$ cat src/core/hcie_defines.svh
// hcie_defines.svh: command codes, field positions, reset values of the
// host-controller cpu interrupt status/enable block.
// assumes a 16-bit command/data register port driven by the local processor.
`ifndef HCIE_DEFINES_SVH
`define HCIE_DEFINES_SVH

// command codes: read code has bit 7 clear, write code has bit 7 set
`define HCIE_CMD_STATUS_RD 8'h24
`define HCIE_CMD_STATUS_WR 8'hA4
`define HCIE_CMD_ENABLE_RD 8'h25
`define HCIE_CMD_ENABLE_WR 8'hA5

// event bit positions, shared by status and enable
`define HCIE_BIT_FRAME_START 0
`define HCIE_BIT_ISO_LIST0 1
`define HCIE_BIT_ISO_LIST1 2
`define HCIE_BIT_END_OF_XFER 3
`define HCIE_BIT_OPER_REG 4
`define HCIE_BIT_SUSPENDED 5
`define HCIE_BIT_CLOCK_READY 6
`define HCIE_BIT_PERIODIC 7
`define HCIE_BIT_ASYNC 8
`define HCIE_BIT_DUAL_ROLE 9

`define HCIE_NUM_EVENTS 10
`define HCIE_EVENT_RESET 10'h000
`define HCIE_ENABLE_RESET 10'h000
`define HCIE_GLOBAL_EN_BIT 0

`endif

$ cat src/core/hcie_pkg.sv
// hcie_pkg.sv: types of the host-controller cpu interrupt block.
// assumes hcie_defines.svh is on the include path.
`default_nettype none
`include "hcie_defines.svh"

package hcie_pkg;

  typedef logic [`HCIE_NUM_EVENTS-1:0] hcie_event_type;

  // one register-port access, one cycle long
  typedef struct packed {
    logic valid;
    logic [7:0] command;
    logic [15:0] wdata;
  } hcie_req_type;

  // answer to a read command
  typedef struct packed {
    logic valid;
    logic [15:0] rdata;
  } hcie_rsp_type;

endpackage : hcie_pkg

`default_nettype wire

$ cat src/core/hcie_sticky_bit.sv
// hcie_sticky_bit.sv: one event flag; a hardware set wins over a write clear.
// assumes event pulses and writes come from logic on i_clock.
`default_nettype none

module hcie_sticky_bit (
  input wire logic i_clock, // system clock
  input wire logic i_reset_n, // synchronous reset, active low
  input wire logic i_set, // hardware event pulse
  input wire logic i_clear, // software write-one-to-clear
  output logic o_flag // sticky flag
);

  logic flag_d;

  assign flag_d = i_set | (o_flag & ~i_clear);

  always_ff @(posedge i_clock) begin
    if (!i_reset_n) begin
      o_flag <= 1'b0;
    end else begin
      o_flag <= flag_d;
    end
  end

  set_wins_a: assert property (@(posedge i_clock) disable iff (!i_reset_n)
    i_set |=> o_flag)
    else $error("event lost against a clear");

endmodule : hcie_sticky_bit

`default_nettype wire

$ cat src/core/hcie_top.sv
// hcie_top.sv: status and enable registers of the host-controller cpu
// interrupt, and the combined interrupt request output.
// assumes event pulses arrive one cycle wide from host-controller logic on
// i_clock, and the global enable bit comes from the hardware_setup register.
//
// Functional notes
// - iso_list1_done, bit 2, sets when the second iso buffer's last descriptor finishes.
// - iso_list0_done, bit 1, sets when the first iso buffer's last descriptor finishes.
// - frame_start_event, bit 0, sets when the controller enters start-of-frame.
// - enable bits 9..0 map one-for-one onto the status event bits.
// - every enable is qualified by hardware_setup bit 0, the global enable.
// - all enable bits reset to zero, so no interrupt until software enables.
// - writing one enables an event's interrupt; zero keeps it masked.
// - enable register read with command 25 hex, written with A5 hex.
// - enable bits 9,8,7,6,5 unmask dual-role, async, periodic, clock-ready, suspended.
// - enable bits 4,3,2,1,0 unmask oper-reg, end-of-transfer, iso1, iso0, frame-start.
// - dual-role event sets bit 9; software then reads dual_role_irq_status.
// - async-list bit 8 sets on done-count or timeout threshold reached.
// - end-of-transfer bit 3 sets on transfer_count zero or external pin.
// - clock-ready bit 6 sets after wake from suspend with clock running.
`default_nettype none
`include "hcie_defines.svh"

module hcie_top (
  input wire logic i_clock, // 100 MHz system clock
  input wire logic i_reset_n, // synchronous reset, active low
  input wire hcie_pkg::hcie_req_type i_req, // register command port
  output hcie_pkg::hcie_rsp_type o_rsp, // read answer, one cycle later
  input wire logic i_global_enable, // hardware_setup bit 0
  input wire logic i_frame_start, // start-of-frame state entered
  input wire logic i_iso_list0_done, // last descriptor of iso_buffer_a done
  input wire logic i_iso_list1_done, // last descriptor of iso_buffer_b done
  input wire logic i_transfer_count_zero, // transfer_count reached zero
  input wire logic i_eot_pin, // external end-of-transfer pin, async
  input wire logic i_oper_reg_event, // operational register interrupt
  input wire logic i_suspended, // controller entered suspend
  input wire logic i_clock_ready, // woke from suspend, clock running
  input wire logic i_periodic_done, // periodic list done with ack
  input wire logic i_async_count_hit, // async_done_count_threshold reached
  input wire logic i_async_timeout_hit, // async_done_timeout reached
  input wire logic i_dual_role_event, // dual-role event pending
  output logic o_interrupt // interrupt_output_pin request
);
  import hcie_pkg::*;

  // ==========================================================================
  // external pin synchroniser and edge detect
  // ==========================================================================
  logic eot_meta_q;
  logic eot_sync_q;
  logic eot_last_q;
  wire logic eot_rise;

  always_ff @(posedge i_clock) begin
    if (!i_reset_n) begin
      eot_meta_q <= 1'b0;
      eot_sync_q <= 1'b0;
      eot_last_q <= 1'b0;
    end else begin
      eot_meta_q <= i_eot_pin;
      eot_sync_q <= eot_meta_q;
      eot_last_q <= eot_sync_q;
    end
  end

  assign eot_rise = eot_sync_q & ~eot_last_q;

  // ==========================================================================
  // event sources
  // ==========================================================================
  hcie_event_type event_set;

  assign event_set[`HCIE_BIT_FRAME_START] = i_frame_start;
  assign event_set[`HCIE_BIT_ISO_LIST0] = i_iso_list0_done;
  assign event_set[`HCIE_BIT_ISO_LIST1] = i_iso_list1_done;
  assign event_set[`HCIE_BIT_END_OF_XFER] = i_transfer_count_zero | eot_rise;
  assign event_set[`HCIE_BIT_OPER_REG] = i_oper_reg_event;
  assign event_set[`HCIE_BIT_SUSPENDED] = i_suspended;
  assign event_set[`HCIE_BIT_CLOCK_READY] = i_clock_ready;
  assign event_set[`HCIE_BIT_PERIODIC] = i_periodic_done;
  assign event_set[`HCIE_BIT_ASYNC] = i_async_count_hit | i_async_timeout_hit;
  assign event_set[`HCIE_BIT_DUAL_ROLE] = i_dual_role_event;

  // ==========================================================================
  // command decode
  // ==========================================================================
  function automatic logic cmd_is(input hcie_req_type req, input logic [7:0] code);
    cmd_is = req.valid && (req.command == code);
  endfunction : cmd_is

  wire logic status_wr;
  wire logic enable_wr;
  wire logic status_rd;
  wire logic enable_rd;

  assign status_wr = cmd_is(i_req, `HCIE_CMD_STATUS_WR);
  assign enable_wr = cmd_is(i_req, `HCIE_CMD_ENABLE_WR);
  assign status_rd = cmd_is(i_req, `HCIE_CMD_STATUS_RD);
  assign enable_rd = cmd_is(i_req, `HCIE_CMD_ENABLE_RD);

  // ==========================================================================
  // status flags: write one to clear, set wins
  // ==========================================================================
  hcie_event_type status_flags;
  hcie_event_type status_clear;

  assign status_clear = status_wr ? i_req.wdata[`HCIE_NUM_EVENTS-1:0] : '0;

  genvar gi;
  generate
    for (gi = 0; gi < `HCIE_NUM_EVENTS; gi++) begin : g_flag
      hcie_sticky_bit u_flag (
        .i_clock(i_clock),
        .i_reset_n(i_reset_n),
        .i_set(event_set[gi]),
        .i_clear(status_clear[gi]),
        .o_flag(status_flags[gi])
      );
    end
  endgenerate

  // ==========================================================================
  // enable register
  // ==========================================================================
  hcie_event_type enable_q;
  hcie_event_type enable_d;

  // bits 15..10 are reserved and dropped on write
  assign enable_d = enable_wr ? i_req.wdata[`HCIE_NUM_EVENTS-1:0] : enable_q;

  always_ff @(posedge i_clock) begin
    if (!i_reset_n) begin
      enable_q <= `HCIE_ENABLE_RESET;
    end else begin
      enable_q <= enable_d;
    end
  end

  // ==========================================================================
  // read path
  // ==========================================================================
  hcie_rsp_type rsp_q;
  hcie_rsp_type rsp_d;
  wire logic [15:0] rd_word;

  // unknown read codes answer zero so the bus never floats
  assign rd_word = status_rd ? {6'h00, status_flags} :
                   enable_rd ? {6'h00, enable_q} : 16'h0000;
  assign rsp_d.valid = i_req.valid & ~i_req.command[7];
  assign rsp_d.rdata = rd_word;

  always_ff @(posedge i_clock) begin
    if (!i_reset_n) begin
      rsp_q <= '0;
    end else begin
      rsp_q <= rsp_d;
    end
  end

  assign o_rsp = rsp_q;

  // ==========================================================================
  // interrupt request
  // ==========================================================================
  wire logic irq_d;
  logic irq_q;

  // bitwise pairing keeps each enable tied to its own event
  assign irq_d = i_global_enable & |(status_flags & enable_q);

  always_ff @(posedge i_clock) begin
    if (!i_reset_n) begin
      irq_q <= 1'b0;
    end else begin
      irq_q <= irq_d;
    end
  end

  assign o_interrupt = irq_q;

  // ==========================================================================
  // checks
  // ==========================================================================
  irq_follows_cause_a: assert property (@(posedge i_clock) disable iff (!i_reset_n)
    (i_global_enable && |(status_flags & enable_q)) |=> o_interrupt)
    else $error("interrupt missing for enabled pending event");

  irq_needs_global_a: assert property (@(posedge i_clock) disable iff (!i_reset_n)
    !i_global_enable |=> !o_interrupt)
    else $error("interrupt without global enable");

  enable_reset_zero_a: assert property (@(posedge i_clock)
    !i_reset_n |=> (enable_q == 10'h000) && !o_interrupt)
    else $error("enable not zero after reset");

  enable_write_a: assert property (@(posedge i_clock) disable iff (!i_reset_n)
    enable_wr |=> enable_q == $past(i_req.wdata[9:0]))
    else $error("enable write not stored");

  enable_hold_a: assert property (@(posedge i_clock) disable iff (!i_reset_n)
    !enable_wr |=> $stable(enable_q))
    else $error("enable changed without write command");

  enable_read_a: assert property (@(posedge i_clock) disable iff (!i_reset_n)
    enable_rd |=> o_rsp.valid && o_rsp.rdata == {6'h00, $past(enable_q)})
    else $error("enable read wrong");

  masked_no_irq_a: assert property (@(posedge i_clock) disable iff (!i_reset_n)
    ((status_flags & enable_q) == 10'h000) |=> !o_interrupt)
    else $error("interrupt from masked event");

  frame_flag_a: assert property (@(posedge i_clock) disable iff (!i_reset_n)
    i_frame_start |=> status_flags[0])
    else $error("frame start flag not set");

  iso_flags_a: assert property (@(posedge i_clock) disable iff (!i_reset_n)
    (i_iso_list0_done || i_iso_list1_done) |=>
      (status_flags[1] || !$past(i_iso_list0_done)) &&
      (status_flags[2] || !$past(i_iso_list1_done)))
    else $error("iso list flag not set");

  eot_pin_flag_a: assert property (@(posedge i_clock) disable iff (!i_reset_n)
    $rose(i_eot_pin) ##0 i_reset_n [*3] |-> ##3 status_flags[3])
    else $error("eot pin did not set flag");

  async_flag_a: assert property (@(posedge i_clock) disable iff (!i_reset_n)
    (i_async_count_hit || i_async_timeout_hit) |=> status_flags[8])
    else $error("async flag not set");

  dual_clock_flags_a: assert property (@(posedge i_clock) disable iff (!i_reset_n)
    (i_dual_role_event || i_clock_ready) |=>
      (status_flags[9] || !$past(i_dual_role_event)) &&
      (status_flags[6] || !$past(i_clock_ready)))
    else $error("dual-role or clock-ready flag not set");

  // ==========================================================================
  // checks on the remaining flags and the read port
  // ==========================================================================
  oper_flag_a: assert property (@(posedge i_clock) disable iff (!i_reset_n)
    i_oper_reg_event |=> status_flags[4])
    else $error("operational register flag not set");

  suspend_flag_a: assert property (@(posedge i_clock) disable iff (!i_reset_n)
    i_suspended |=> status_flags[5])
    else $error("suspended flag not set");

  periodic_flag_a: assert property (@(posedge i_clock) disable iff (!i_reset_n)
    i_periodic_done |=> status_flags[7])
    else $error("periodic list flag not set");

  count_zero_flag_a: assert property (@(posedge i_clock) disable iff (!i_reset_n)
    i_transfer_count_zero |=> status_flags[3])
    else $error("transfer count flag not set");

  eot_single_pulse_a: assert property (@(posedge i_clock) disable iff (!i_reset_n)
    eot_rise |=> !eot_rise)
    else $error("pin edge detected twice");

  flag_keep_a: assert property (@(posedge i_clock) disable iff (!i_reset_n)
    !status_wr |=> (status_flags & $past(status_flags)) == $past(status_flags))
    else $error("flag dropped without a clear");

  flag_clear_a: assert property (@(posedge i_clock) disable iff (!i_reset_n)
    status_wr |=> (status_flags & $past(status_clear) & ~$past(event_set)) == 10'h000)
    else $error("flag not cleared by write");

  flag_reset_a: assert property (@(posedge i_clock)
    !i_reset_n |=> status_flags == 10'h000)
    else $error("flags not zero after reset");

  status_read_a: assert property (@(posedge i_clock) disable iff (!i_reset_n)
    status_rd |=> o_rsp.valid && o_rsp.rdata == {6'h00, $past(status_flags)})
    else $error("status read wrong");

  unknown_read_a: assert property (@(posedge i_clock) disable iff (!i_reset_n)
    (i_req.valid && !i_req.command[7] && !status_rd && !enable_rd) |=>
      o_rsp.valid && o_rsp.rdata == 16'h0000)
    else $error("unknown read code did not answer zero");

  idle_no_rsp_a: assert property (@(posedge i_clock) disable iff (!i_reset_n)
    !(i_req.valid && !i_req.command[7]) |=> !o_rsp.valid)
    else $error("answer without a read command");

  reserved_zero_a: assert property (@(posedge i_clock) disable iff (!i_reset_n)
    o_rsp.valid |-> o_rsp.rdata[15:10] == 6'h00)
    else $error("reserved read bits not zero");

  rsp_reset_a: assert property (@(posedge i_clock)
    !i_reset_n |=> !o_rsp.valid)
    else $error("answer pending after reset");

endmodule : hcie_top

`default_nettype wire

$ cat config.mk
export PLATFORM = sky130hd
export DESIGN_NAME = hcie_top
export DESIGN_NICKNAME = d
export VERILOG_FILES = /design/src/core/hcie_pkg.sv /design/src/core/hcie_sticky_bit.sv /design/src/core/hcie_top.sv
export VERILOG_INCLUDE_DIRS = /design/src /design/src/core
export SDC_FILE = /design/constraint.sdc
export NUM_CORES = 1
export LEC_CHECK = 0
export BUFFER_PORTS_ARGS = -buffer_cell sky130_fd_sc_hd__buf_2
export CAP_MARGIN = 20
export CORE_MARGIN = 1
export CORE_UTILIZATION = 35
export CTS_CLUSTER_DIAMETER = 30
export DETAILED_ROUTE_END_ITERATION = 8
export PLACE_DENSITY_LB_ADDON = 0.15
export SYNTH_ARGS = -nofsm -noshare
export SYNTH_HDL_FRONTEND = slang
export SYNTH_HIERARCHICAL = 1
export SYNTH_SLANG_ARGS = --single-unit
$ cat constraint.sdc
create_clock -name i_clock -period 1.45 [get_ports i_clock]
set_input_delay 0.145 -clock i_clock [delete_from_list [all_inputs] [get_ports i_clock]]
set_output_delay 0.145 -clock i_clock [all_outputs]
set_load 0.02 [all_outputs]
==> impl_metrics.tcl <==
set metrics [dict create \
    cts-root-buf "clkbuf_8" \
    peakVddDrop_uv 487.1 \
    globalRouteMet2Util_pct 22.52 \
    setup_viol 0 \
    critPathRequiredTime_ps 1630 \
    crit_type "input pin to register" \
    grt_pass1_wl_mm 4.947 \
    ys_ff_latch 35 \
    wl_per_cell_um 11.88 \
    cp-end-kind "register" \
    dieArea_um2 4593 \
    cts_resized 0 \
    yosysSeqAreaShare_pct 46.28 \
    clk_latency_ps 280 \
    drc 0 \
    p_int_mw 1.510 \
    vias 1165 \
    min_period_over_period_pct 77.83 \
    hold_path.class "input pin to register" \
    initial_utilization_pct 37.05 \
    drt-initial-drc-count 47 \
    die_w_um 67.77 \
    cts_tree "done" \
    synth.area.top_cells "dfxtp_1, nor2b_4, mux2i_1" \
    power_mw 1.925 \
    syn-cell-area_um2 1514 \
    grt_util_met1_pct 19.84 \
    dp_slack_ps 17.49 \
    hpwl_mm 2.186 \
    rows 23 \
    crit_path_start_kind "input pin" \
    final_core_util_pct 46.05 \
    yosysTopAreaCell "dfxtp_1" \
    seqPwrFrac_pct 52.1 \
    grt_pass1_vias 1098 \
    cts_setup_buffers 0 \
    skew_ps 0.7191 \
    ant_nets 0 \
    power_frac_clock_pct 39.5 \
    dr.pass1.iters 4 \
    grt_remaining_overflow 0 \
    crit_chain "buf_2, nor4b_2, and3_1, buf_4, and2_1, nor2b_4, o21a_1" \
    grt_max_degree 20 \
    antenna_found_initial 0 \
    leakagePower_nw 0.8232 \
    gp_congestion 0.7827 \
    outcome "complete, no violations" \
    yosysWarnings 6 \
    die_h_um 67.77 \
    whs_ps 65.43 \
    clock_path_buffers 2 \
    drt-vias-per-instance 4.660 \
    fin_crit_ps 1129 \
    finalMaxSlewViolations 0 \
    powerDensity_nw_per_um2 1023 \
    cp_max_fo 6 \
    cp_num_buf_inv 2 \
    numCtsBuffers 5 \
    net-switching-power_uw 414.5 \
    yosysUniqueCellTypes 26 \
    cp_slowest_cell "nor4b_2" \
    numPortBuffers 45 \
    ctsHoldBuffers 0 \
    rsz0062_at_grt "no" \
    syn_avg_cell_area_um2 10.16 \
    comb_power_share_pct 8.3 \
    fillers 414 \
    path_clk_slew_ps 70 \
    busiest_layer "met2" \
    h-tree-depth 2 \
    critPathMaxStageDelay_ps 300 \
    wl_mm 2.970 \
    crit_family "simple AND/OR/NAND/NOR gates" \
    area_growth_pct 24.30 \
    fin_nets 239 \
    cts.sinks 35 \
    use_met3_pct 4.054 \
    setup-tns-final_ps 0 \
    cap_violations 0 \
    grt_usage_pct 15.13 \
    setup_slack_ps 321.4 \
    p_sw_share_pct 21.53 \
    core_area_um2 4086 \
    antennaDiodeCount 0 \
    worstPathArrival_ps 1310 \
    io_pins 58 \
    drive_gt1_share_pct 36.00 \
    synthCells 149 \
    fmax_mhz 886.1 \
    reg2reg_slack_ps 340 \
    hold_violations 0 \
    synth_top_area_share_pct 46.28 \
]
[kinds of logic after synthesis]
logic type             share of synthesized area, %
AOI/OAI and AO/OA                             13.64
buffers and inverters                         5.785
DFF                                           46.28
muxes                                         6.612
other                                        0.2477
and+or+nand+nor                               27.44
[layout make-up]
| class | instances | area, µm² | share of cell area, % |
|---|---|---|---|
| multi-input cells | 105 | 744.5 | 39.56 |
| flip-flops and latches | 35 | 700.7 | 37.23 |
| repair buffers | 51 | 270.3 | 14.36 |
| clock buffers | 8 | 100.1 | 5.319 |
| well taps | 50 | 62.56 | 3.324 |
| inverters | 1 | 3.754 | 0.1995 |
[per-layer routing]
| metal | part of all wire, % | up-vias |
|---|---|---|
| met5 | 0 | - |
| li1 | - | 595 |
| met2 | 45 | 38 |
| met4 | 2.1 | 0 |
| met1 | 47 | 527 |
| met3 | 5.8 | 5 |
[sequential cells by signal (all words and copies together), names as in the netlist]
name / cells
enable_q: 10
eot_last_q: 1
eot_meta_q: 1
eot_sync_q: 1
g_flag.u_flag/o_flag: 10
o_interrupt: 1
o_rsp: 11
[placed cells by master, fill, tap and decap left out]
cell type | Yosys | routed
nor4b_2 | 1 | 1
nor2_1 | 10 | 10
and4bb_2 | 1 | 1
and3_1 | 1 | 1
a22o_1 | 2 | 2
and3b_1 | 1 | 1
mux2i_1 | 10 | 10
clkbuf_8 | 0 | 7
a21o_1 | 1 | 1
and4bb_1 | 1 | 1
a221oi_1 | 2 | 2
nand3b_1 | 1 | 1
nand2_1 | 21 | 21
clkbuf_1 | 2 | 1
or2_2 | 1 | 1
a22oi_1 | 11 | 11
o21a_1 | 10 | 10
buf_2 | 4 | 45
buf_4 | 6 | 6
and2_1 | 13 | 13
conb_1 | 1 | 6
a31oi_1 | 1 | 1
and3_4 | 1 | 1
nor2b_4 | 10 | 10
dfxtp_1 | 35 | 35
inv_1 | 1 | 1
[through the flow]
step | cell area, µm² | std cells
3_3_place_gp | 1782 | 242
3_5_place_dp | 1782 | 242
5_1_grt | 1882 | 250
4_1_cts | 1882 | 250
2_1_floorplan | 1533 | 154
6_report | 1882 | 250
[power groups by stage]
stage	logic (mW)	clock network, mW	registers, mW
after CTS	0.162	0.792	1.00
after global placement	0.158	0	1.02
final	0.160	0.761	1.00
after floorplan	0.106	0	1.02
after global routing	0.179	0.831	1.01
after detailed placement	0.162	0	1.03
[cells in the mapped netlist]
cell / count
a21o_1: 1
a221oi_1: 2
a22o_1: 2
a22oi_1: 11
a31oi_1: 1
and2_1: 13
and3_1: 1
and3_4: 1
and3b_1: 1
and4bb_1: 1
and4bb_2: 1
buf_2: 4
buf_4: 6
buf_6: 1
clkbuf_1: 2
conb_1: 1
dfxtp_1: 35
inv_1: 1
mux2i_1: 10
nand2_1: 21
nand3b_1: 1
nor2_1: 10
nor2b_4: 10
nor4b_2: 1
o21a_1: 10
or2_2: 1
[path summary, 6_finish.rpt]
check	from	cells after the start	to
worst min register to register	eot_meta_q$_SDFF_PN0_	1	eot_sync_q$_SDFF_PN0_
worst max register to register	g_flag[5].u_flag/o_flag$_SDFF_PN0_	3	o_interrupt$_SDFF_PN0_
worst max-delay path	i_req[19]	7	g_flag[1].u_flag/o_flag$_SDFF_PN0_
worst min-delay path	i_eot_pin	2	eot_meta_q$_SDFF_PN0_
No activity file was read; power rests on OpenSTA's default activity.
